--- src/inc/cos_pkg.sv ---
// constants shared by the complex output stage and its growth detector
package cos_pkg;
    localparam int          OUT_W       = 20;      // width of each result bus
    localparam int          PROD_W      = 35;      // multiplier product width, bits 0..34
    localparam int          ACC_W       = 20;      // accumulator width, bits 0..19
    localparam int          RW_W        = 5;       // width of a rounding-width control
    localparam int          MSB_POS     = 19;      // bus bit carrying the msb
    localparam int          LOW_W       = 16;      // bits 0..15 of a bus form the low group
    localparam int          PROD_HI_LSB = 31;      // product bits 31..34 feed bus bits 16..19
    localparam int          PROD_MID    = 15;      // product bits 15..30 feed bus bits 0..15
    localparam int          ACC_DET_LSB = 15;      // accumulator growth field is bits 15..18
    localparam int          MUL_DET_LSB = 30;      // product growth field is bits 30..33
    localparam int          DET_W       = 4;       // width of one growth field
    localparam int          NUM_DET     = 4;       // holding registers inspected
    localparam logic [1:0]  SEL_MUL_HI  = 2'h0;    // product bits 15..34
    localparam logic [1:0]  SEL_MUL_LO  = 2'h1;    // product bits 31..34, a zero, bits 0..14
    localparam logic [1:0]  SEL_ACC     = 2'h2;    // accumulator bits 0..19
    localparam logic [4:0]  RND_MIN     = 5'h09;   // narrowest rounded width
    localparam logic [4:0]  RND_MAX     = 5'h14;   // widest width, no rounding
    localparam logic [19:0] OUT_RST     = 20'h00000;
    localparam logic [1:0]  GROWTH_RST  = 2'h0;
    localparam int          CTL_W       = 15;      // synchronised control bundle width
endpackage
--- src/hdl/cos_growth_det.sv ---
// block floating point growth detector with peak tracking
`timescale 1ns/1ps
module cos_growth_det (
    input  wire logic                                 sys_clk,
    input  wire logic                                 rst_n,
    input  wire logic [cos_pkg::NUM_DET*cos_pkg::DET_W-1:0] fields,      // four 4-bit growth fields
    input  wire logic                                 max_track_s_n, // synchronised, low tracks peak
    output logic      [1:0]                           growth_code
);
    logic [1:0] code_w [cos_pkg::NUM_DET];   // growth per holding register
    logic [1:0] cur_max;                     // largest of the four right now
    logic [1:0] nxt_growth;
    logic [1:0] growth_ff;

    // per register: growth is the highest bit that leaves the sign extension
    genvar gi;
    generate
        for (gi = 0; gi < cos_pkg::NUM_DET; gi++) begin : g_det
            wire [3:0] f = fields[gi*cos_pkg::DET_W +: cos_pkg::DET_W];
            assign code_w[gi] = (f[3] != f[2]) ? 2'h3 :
                                (f[2] != f[1]) ? 2'h2 :
                                (f[1] != f[0]) ? 2'h1 : 2'h0;
        end
    endgenerate

    // pick the largest and, while tracking, never fall below the held peak
    always_comb begin
        cur_max = 2'h0;
        for (int i = 0; i < cos_pkg::NUM_DET; i++) begin
            if (code_w[i] > cur_max) begin
                cur_max = code_w[i];
            end
        end
        nxt_growth = cur_max;
        if (!max_track_s_n && growth_ff > cur_max) begin
            nxt_growth = growth_ff;
        end
    end

    // register the code so the pin comes from a flip-flop
    always_ff @(posedge sys_clk or negedge rst_n) begin
        if (!rst_n) begin
            growth_ff <= cos_pkg::GROWTH_RST;
        end else begin
            growth_ff <= nxt_growth;
        end
    end

    assign growth_code = growth_ff;

    AST_GROWTH_IS_MAX: assert property (@(posedge sys_clk) disable iff (!rst_n)
        max_track_s_n |=> growth_ff == $past(cur_max))
        else $error("growth code is not the largest current growth");
    AST_PEAK_HOLDS: assert property (@(posedge sys_clk) disable iff (!rst_n)
        !max_track_s_n |=> growth_ff >= $past(growth_ff) && growth_ff >= $past(cur_max))
        else $error("peak growth dropped while tracking");
    AST_TOP_BIT_GROWTH: assert property (@(posedge sys_clk) disable iff (!rst_n)
        (max_track_s_n && fields[3] != fields[2]) |=> growth_ff == 2'h3)
        else $error("three bits of growth not coded as 11");
    COV_PEAK: cover property (@(posedge sys_clk) disable iff (!rst_n)
        !max_track_s_n && growth_ff == 2'h3 && cur_max == 2'h0);
endmodule // cos_growth_det

--- src/hdl/cos_output_stage.sv ---
// complex output stage: accumulate/dump, holding registers, select, rounding, format, three-state buses
// Functional notes
// - real bus is 20 bits, bit 19 msb
// - imaginary bus is 20 bits, bit 19 msb
// - real bus low/high groups have own enables
// - imaginary bits 0-15 driven while low enable low
// - imaginary bits 16-19 driven while high enable low
// - select picks multiplier or accumulator bits
// - growth code is plain binary 0 to 3
// - inspect accumulator 15-18, product 30-33
// - report largest growth of four registers
// - max track low reports peak growth
// - round results to 9..20 bits
// - multiplier and accumulator widths set independently
// - format low inverts bit 19 on both buses
// - sum high accumulates and holds; low dumps
`timescale 1ns/1ps
module cos_output_stage (
    input  wire logic                        sys_clk,
    input  wire logic                        rst_n,
    input  wire logic [cos_pkg::PROD_W-1:0]  mul_re,           // real product, same clock domain
    input  wire logic [cos_pkg::PROD_W-1:0]  mul_im,           // imaginary product
    input  wire logic [1:0]                  out_select,       // pin
    input  wire logic                        sum_or_dump,      // pin, high accumulates
    input  wire logic                        unsigned_fmt_n,   // pin, low gives offset binary
    input  wire logic                        max_track_n,      // pin, low tracks peak growth
    input  wire logic [cos_pkg::RW_W-1:0]    mult_round_width, // pin, 9..20
    input  wire logic [cos_pkg::RW_W-1:0]    acc_round_width,  // pin, 9..20
    input  wire logic                        real_low_oe_n,
    input  wire logic                        real_high_oe_n,
    input  wire logic                        imag_low_oe_n,
    input  wire logic                        imag_high_oe_n,
    output logic      [cos_pkg::OUT_W-1:0]   real_out_bus,
    output logic                             real_out_low_oe,
    output logic                             real_out_high_oe,
    output logic      [cos_pkg::OUT_W-1:0]   imag_out_bus,
    output logic                             imag_out_low_oe,
    output logic                             imag_out_high_oe,
    output logic      [1:0]                  growth_code
);
    // control pins pass two flip-flops; the second stage is the clock registration
    logic [cos_pkg::CTL_W-1:0] ctl_raw;
    logic [cos_pkg::CTL_W-1:0] sync1_ff, sync2_ff, nxt_sync1, nxt_sync2;
    logic [1:0]                sel_s;
    logic                      sum_s, fmt_s_n, track_s_n;
    logic [cos_pkg::RW_W-1:0]  mw_s, aw_s;

    // accumulators and holding registers
    logic [cos_pkg::ACC_W-1:0]  acc_re_ff, acc_im_ff, nxt_acc_re, nxt_acc_im;
    logic [cos_pkg::ACC_W-1:0]  ahold_re_ff, ahold_im_ff, nxt_ahold_re, nxt_ahold_im;
    logic [cos_pkg::PROD_W-1:0] mhold_re_ff, mhold_im_ff, nxt_mhold_re, nxt_mhold_im;

    // output word registers
    logic [cos_pkg::OUT_W-1:0] real_ff, imag_ff, nxt_real, nxt_imag;

    assign ctl_raw = {out_select, sum_or_dump, unsigned_fmt_n, max_track_n, mult_round_width, acc_round_width};
    assign {sel_s, sum_s, fmt_s_n, track_s_n, mw_s, aw_s} = sync2_ff;

    // synchroniser next state: stage one only feeds stage two
    always_comb begin
        nxt_sync1 = ctl_raw;
        nxt_sync2 = sync1_ff;
    end

    // synchroniser registers; reset leaves accumulate on and tracking off
    always_ff @(posedge sys_clk or negedge rst_n) begin
        if (!rst_n) begin
            sync1_ff <= 15'h1E94;
            sync2_ff <= 15'h1E94;
        end else begin
            sync1_ff <= nxt_sync1;
            sync2_ff <= nxt_sync2;
        end
    end

    // rounding: add half an lsb of the kept width, clear the dropped bits
    // a carry out of bit 19 wraps; callers near full scale must leave headroom
    function automatic logic [19:0] cos_round(input logic [19:0] w, input logic [4:0] width);
        logic [4:0]  wc;
        logic [4:0]  drop;
        logic [19:0] half;
        logic [19:0] mask;
        wc   = (width < cos_pkg::RND_MIN) ? cos_pkg::RND_MIN :
               (width > cos_pkg::RND_MAX) ? cos_pkg::RND_MAX : width;
        drop = cos_pkg::RND_MAX - wc;
        half = (drop == 5'h00) ? 20'h00000 : (20'h00001 << (drop - 5'h01));
        mask = ~((20'h00001 << drop) - 20'h00001);
        return (w + half) & mask;
    endfunction

    // map one channel to its bus word, then round and format it
    function automatic logic [19:0] cos_word(input logic [34:0] m, input logic [19:0] a,
                                             input logic [1:0] sel, input logic [4:0] mw,
                                             input logic [4:0] aw, input logic fmt_n);
        logic [19:0] w;
        w = 20'h00000;
        case (sel)
            cos_pkg::SEL_MUL_HI: w = cos_round(m[34:15], mw);
            cos_pkg::SEL_MUL_LO: w = cos_round({m[34:31], 1'b0, m[14:0]}, mw);
            cos_pkg::SEL_ACC:    w = cos_round(a, aw);
            default:             w = 20'h00000;            // reserved code gives zeros; offset binary still inverts bit 19
        endcase
        if (!fmt_n) begin
            w[cos_pkg::MSB_POS] = ~w[cos_pkg::MSB_POS];
        end
        return w;
    endfunction

    // accumulate/dump: feedback zeroed on dump, holding registers load on dump only
    always_comb begin
        nxt_acc_re   = (sum_s ? acc_re_ff : 20'h00000) + mul_re[34:15];
        nxt_acc_im   = (sum_s ? acc_im_ff : 20'h00000) + mul_im[34:15];
        nxt_ahold_re = ahold_re_ff;
        nxt_ahold_im = ahold_im_ff;
        nxt_mhold_re = mhold_re_ff;
        nxt_mhold_im = mhold_im_ff;
        if (!sum_s) begin
            nxt_ahold_re = nxt_acc_re;
            nxt_ahold_im = nxt_acc_im;
            nxt_mhold_re = mul_re;
            nxt_mhold_im = mul_im;
        end
        nxt_real = cos_word(mhold_re_ff, ahold_re_ff, sel_s, mw_s, aw_s, fmt_s_n);
        nxt_imag = cos_word(mhold_im_ff, ahold_im_ff, sel_s, mw_s, aw_s, fmt_s_n);
    end

    // datapath registers
    always_ff @(posedge sys_clk or negedge rst_n) begin
        if (!rst_n) begin
            acc_re_ff   <= 20'h00000;
            acc_im_ff   <= 20'h00000;
            ahold_re_ff <= 20'h00000;
            ahold_im_ff <= 20'h00000;
            mhold_re_ff <= 35'h000000000;
            mhold_im_ff <= 35'h000000000;
            real_ff     <= cos_pkg::OUT_RST;
            imag_ff     <= cos_pkg::OUT_RST;
        end else begin
            acc_re_ff   <= nxt_acc_re;
            acc_im_ff   <= nxt_acc_im;
            ahold_re_ff <= nxt_ahold_re;
            ahold_im_ff <= nxt_ahold_im;
            mhold_re_ff <= nxt_mhold_re;
            mhold_im_ff <= nxt_mhold_im;
            real_ff     <= nxt_real;
            imag_ff     <= nxt_imag;
        end
    end

    assign real_out_bus = real_ff;
    assign imag_out_bus = imag_ff;

    // enables go straight to the drivers so a bus releases without waiting for a clock
    assign real_out_low_oe  = !real_low_oe_n;
    assign real_out_high_oe = !real_high_oe_n;
    assign imag_out_low_oe  = !imag_low_oe_n;
    assign imag_out_high_oe = !imag_high_oe_n;

    // growth fields: accumulator bits 15..18 and product bits 30..33
    cos_growth_det u_growth (
        .sys_clk       (sys_clk),
        .rst_n         (rst_n),
        .fields        ({mhold_im_ff[33:30], mhold_re_ff[33:30],
                         ahold_im_ff[18:15], ahold_re_ff[18:15]}),
        .max_track_s_n (track_s_n),
        .growth_code   (growth_code)
    );

    AST_OE_REAL: assert property (@(posedge sys_clk) disable iff (!rst_n)
        (real_out_low_oe != real_low_oe_n) && (real_out_high_oe != real_high_oe_n))
        else $error("real bus enables do not follow their pins");
    AST_OE_IMAG_LOW: assert property (@(posedge sys_clk) disable iff (!rst_n)
        $fell(imag_low_oe_n) |-> imag_out_low_oe)
        else $error("imaginary low group not driven at once");
    AST_OE_IMAG_HIGH: assert property (@(posedge sys_clk) disable iff (!rst_n)
        $rose(imag_high_oe_n) |-> !imag_out_high_oe)
        else $error("imaginary high group not released at once");
    AST_SEL_MUL: assert property (@(posedge sys_clk) disable iff (!rst_n)
        (sel_s == cos_pkg::SEL_MUL_HI && mw_s == cos_pkg::RND_MAX && fmt_s_n)
        |=> real_out_bus == $past(mhold_re_ff[34:15]) && imag_out_bus == $past(mhold_im_ff[34:15]))
        else $error("multiplier bits not on the buses");
    AST_ROUND_ACC: assert property (@(posedge sys_clk) disable iff (!rst_n)
        (sel_s == cos_pkg::SEL_ACC && aw_s == cos_pkg::RND_MIN) |=> real_out_bus[10:0] == 11'h000)
        else $error("accumulator not rounded to nine bits");
    AST_ROUND_INDEP: assert property (@(posedge sys_clk) disable iff (!rst_n)
        (sel_s == cos_pkg::SEL_ACC && aw_s == cos_pkg::RND_MAX && fmt_s_n)
        |=> imag_out_bus == $past(ahold_im_ff))
        else $error("multiplier width leaked into accumulator output");
    AST_OFFSET_BIN: assert property (@(posedge sys_clk) disable iff (!rst_n)
        (!fmt_s_n && sel_s == cos_pkg::SEL_ACC && aw_s == cos_pkg::RND_MAX)
        |=> real_out_bus[19] == !$past(ahold_re_ff[19]) && imag_out_bus[19] == !$past(ahold_im_ff[19]))
        else $error("msb not inverted for offset binary");
    AST_HOLD_STABLE: assert property (@(posedge sys_clk) disable iff (!rst_n)
        sum_s |=> $stable(ahold_re_ff) && $stable(mhold_im_ff))
        else $error("holding register moved while accumulating");
    AST_DUMP_LOAD: assert property (@(posedge sys_clk) disable iff (!rst_n)
        !sum_s |=> acc_re_ff == $past(mul_re[34:15]) && ahold_re_ff == acc_re_ff)
        else $error("dump did not zero feedback and load holding register");
    AST_BUS_MSB: assert property (@(posedge sys_clk) disable iff (!rst_n)
        (sel_s == cos_pkg::SEL_MUL_LO && mw_s == cos_pkg::RND_MAX && fmt_s_n)
        |=> real_out_bus[19] == $past(mhold_re_ff[34]) && imag_out_bus[15] == 1'b0)
        else $error("msb or zero fill misplaced");
    COV_DUMP: cover property (@(posedge sys_clk) disable iff (!rst_n) sum_s ##1 !sum_s);
    COV_ACC_SEL: cover property (@(posedge sys_clk) disable iff (!rst_n) sel_s == cos_pkg::SEL_ACC && !fmt_s_n);
    COV_OE_OFF: cover property (@(posedge sys_clk) disable iff (!rst_n) !real_out_low_oe && imag_out_high_oe);
endmodule // cos_output_stage

--- config.mk ---
export PLATFORM = sky130hd
export DESIGN_NAME = cos_output_stage
export DESIGN_NICKNAME = d
export VERILOG_FILES = /design/src/inc/cos_pkg.sv /design/src/hdl/cos_growth_det.sv /design/src/hdl/cos_output_stage.sv
export SDC_FILE = /design/constraint.sdc
export NUM_CORES = 1
export LEC_CHECK = 0
export ABC_AREA = 1
export BUFFER_PORTS_ARGS = -buffer_cell sky130_fd_sc_hd__buf_2
export CORE_UTILIZATION = 66
export CTS_CLUSTER_SIZE = 25
export DETAILED_ROUTE_END_ITERATION = 10
export PLACE_DENSITY = 0.92
export RECOVER_POWER = 50
export SLEW_MARGIN = 20
export SYNTH_ARGS = -nofsm -noshare
export SYNTH_HDL_FRONTEND = slang
export SYNTH_SLANG_ARGS = --single-unit
--- constraint.sdc ---
create_clock -name sys_clk -period 7.3 [get_ports sys_clk]
set_clock_uncertainty 0.05 [all_clocks]
set_input_delay 1.46 -clock sys_clk [delete_from_list [all_inputs] [get_ports sys_clk]]
set_output_delay 1.46 -clock sys_clk [all_outputs]
set_load 0.05 [all_outputs]
==> impl_metrics.toml <==
[logic_synthesis]
synth-seq-cells = 222
syn-mean-instance-area_um2 = 7.170
async_reset_ff_frac = 1.000
ys.warnings.count = 0
synth.cell_area_um2 = 16020
top_post_synthesis_cells_by_area = "dfrtp_1, nand2_1, ha_1, inv_1, a21oi_1"
post-synth-top-area-cell = "dfrtp_1"
synth.yosys.seq_area_share = 0.3479
number_of_synthesized_flops_with_an_enable_pin = 0
synth_cells = 2234
yosysTopAreaCellShare = 0.3249
ys.flop_type = "dfrtp_1"
yosys.cell_types.count = 61

[clocking]
cts_hold_buffers = 0
insertion_delay_ps = 540
ctsResizeCount = 0
cts.repair_timing.setup_buffer_count = 0
tritoncts = "built"
clk_pin_slew_worst_paths_ps = 60
cts.path.max_buffers = 3
cts_made_buffers = 24
clock-sinks = 222
cts_max_level = 1
clock-root-buffer = "clkbuf_16"

[floorplanning]
core-area_um2 = 23610
num_rows = 56
floorplan.io_pins = 137
floorplan.initialDensity = 0.6784
die_width_um = 157.8
area_of_the_die_um2 = 24900
die_y_um = 157.8

[cells_and_area]
design_area_um2 = 17860
finalNonFillerCells = 2707
most_common_cell_after_layout_fill_and_taps_aside = "nand2_1"
syn_to_final_growth_pct = 11.53
postLayoutCoreUtil = 0.7566
layout.cells.most_common_list = "nand2_1, inv_1, dfrtp_1, nor2_1, buf_2"
layout_cells_sized_above_1 = 0.1181
fillCellCount = 1762
antenna_cells_inserted = 0
layout_net_count = 2596

[global_route]
grt_pass1_wl_um = 81570
number_of_global_route_vias_before_repair = 15753
grt_start_max_net_pins = 96
initial_antenna_violation_count = 3
global_route.usage.total = 0.4314
remaining_overflow_grt = 0

[timing]
fin_hold_viols = 0
post-route-worst-setup-slack_ps = 1472
hold_ws_ps = 302.6
period_share = 0.7983
rsz0062_at_grt = "false"
max_clock_freq_mhz = 171.6
setup_viol = 0
timing.setup.tns_ps = 0
worst_slew_pin_slew_ps = 3756
finalCriticalPeriod_ps = 5828
timing_max_transition_violations_final = 291
relSlewSlack = -1.504

[min_path]
hp-start = "nxt_sync2[6]$_DFF_PN0_"
hold_path_class = "reg -> reg"
worst_hold_path.endpoint = "sync2_ff[6]$_DFF_PN0_"
cell_depth_of_the_worst_hold_path = 0

[critical_path]
cp-start-kind = "flop"
critical_path.reg2reg.startpoint = "sync2_ff[12]$_DFF_PN1_"
crit-reg2reg-capture = "mhold_re_ff[30]$_DFFE_PN0N_"
path_delay_family = "buffers and inverters"
cp_data_arrival_time_ps = 6120
timing.setup.critical_path_class = "reg -> reg"
setup.reg_to_reg.worst_slack_ps = 1470
depth_of_the_most_critical_reg_to_reg_path = 4
timing.critical_path.cells = "clkinvlp_2 > clkbuf_2 > nand2_1 > o21ai_0"
crit_path_max_fanout = 95
data_required_time_at_the_worst_endpoint_ps = 7590
critical-path-slowest-cell = "dfstp_1"
cp_slowest_stage_delay_ps = 1890
timing.critical_path.to_type = "flop"
crit_path_buf_inv_count = 2

[detailed_routing]
first_iter_violations = 1508
finalWirelength_um = 52250
firstDrtPassIters = 6
avgViaCountPerCell = 6.013
route.vias.total = 16276
wire_per_inst_um = 19.30
drcViolationCount = 0
postRouteAntennaNets = 0

[place]
dp_slack_ps = 2610
post_dp_cell_area_um2 = 17020
place.detailed.instances = 2663
gp_congestion = 1.105
port_buffers = 136
hpwlAfterDp_um = 39520

[pwr]
power_leakage_nw = 9.988
power-per-cell-area_nw_per_um2 = 301.4
power.ir.vdd_worst_v = 0.0002956
p_total_mw = 5.384

[status]
failed_checks = "capacitance limit, slew limit"
run_status = "finished with violations"

[flow_run]
max_cap_violation_count = 4
cell type report:
type                    count  area [µm²]  area share
flip-flops and latches    222        5573      0.3119
clock inverters            15       207.7     0.01163
multi-input cells        1718        9324      0.5219
inverters                 262       984.7     0.05512
clock buffers              29       650.6     0.03642
repair buffers            142       725.7     0.04062
well taps                 319       399.1     0.02234
cell usage after synthesis, types with 6 or more instances:
master and n:
inv_1 250, nor3_1 44, nand2_4 11, nand2_2 17, nor2_2 6, clkbuf_1 33, o21ai_0 78, a31oi_1 7
nand4_1 22, dfrtp_1 208, a21oi_1 134, ha_1 129, a21o_1 7, o21a_1 8, nand4_2 6, xnor2_1 30
xor2_1 37, fa_1 6, o21ai_1 31, nand2_1 752, o21bai_1 9, nand3b_1 9, a21boi_1 9, nor2_1 170
o22ai_1 11, nand3_2 7, nand3_1 105, inv_2 12, dfstp_2 14
cell families after synthesis:
group,count (synthesis),share of synthesized area
AOI/OAI and AO/OA,329,0.1181
xor gates and xnor gates,67,0.03663
adders and majority gates,137,0.1097
buffers and inverters,305,0.07272
DFF,222,0.3479
other,1,0.0002341
and+or+nand+nor,1173,0.3147
sequential cells by signal, summed over array words and instances (netlist names):
register,count
mhold_im_ff,35
mhold_re_ff,35
acc_im_ff,20
acc_re_ff,20
ahold_im_ff,20
ahold_re_ff,20
imag_out_bus,20
real_out_bus,20
nxt_sync2,15
sync2_ff,15
u_growth.growth_code,2
layer usage:
metal,part of all wire,up-vias,track usage
met1,0.39,7638,0.5327
met5,0.00050,-,0
met3,0.10,200,0.09444
li1,-,7493,-
met4,0.047,4,0.1840
met2,0.46,941,0.7258
power breakdown:
group	internal (mW)	switching (mW)	leakage, nW
sequential	1.53	0.199	2.69
clock	0.813	0.518	0.429
combinational	0.744	1.58	6.87
how the worst max path moves through the flow:
stage	startpoint	slack [ps]	to	cells after the start
2_1_floorplan	sync2_ff[7]$_DFF_PN1_	3440	real_out_bus[19]$_DFF_PN0_	27
3_3_place_gp	sync2_ff[9]$_DFF_PN1_	2930	imag_out_bus[19]$_DFF_PN0_	28
3_5_place_dp	sync2_ff[9]$_DFF_PN1_	2610	imag_out_bus[16]$_DFF_PN0_	30
4_1_cts	sync2_ff[9]$_DFF_PN1_	2550	imag_out_bus[19]$_DFF_PN0_	28
5_1_grt	sync2_ff[12]$_DFF_PN1_	1090	mhold_re_ff[30]$_DFFE_PN0N_	4
6_report	sync2_ff[12]$_DFF_PN1_	1470	mhold_re_ff[30]$_DFFE_PN0N_	4
Power figures use the tool's default switching activity.
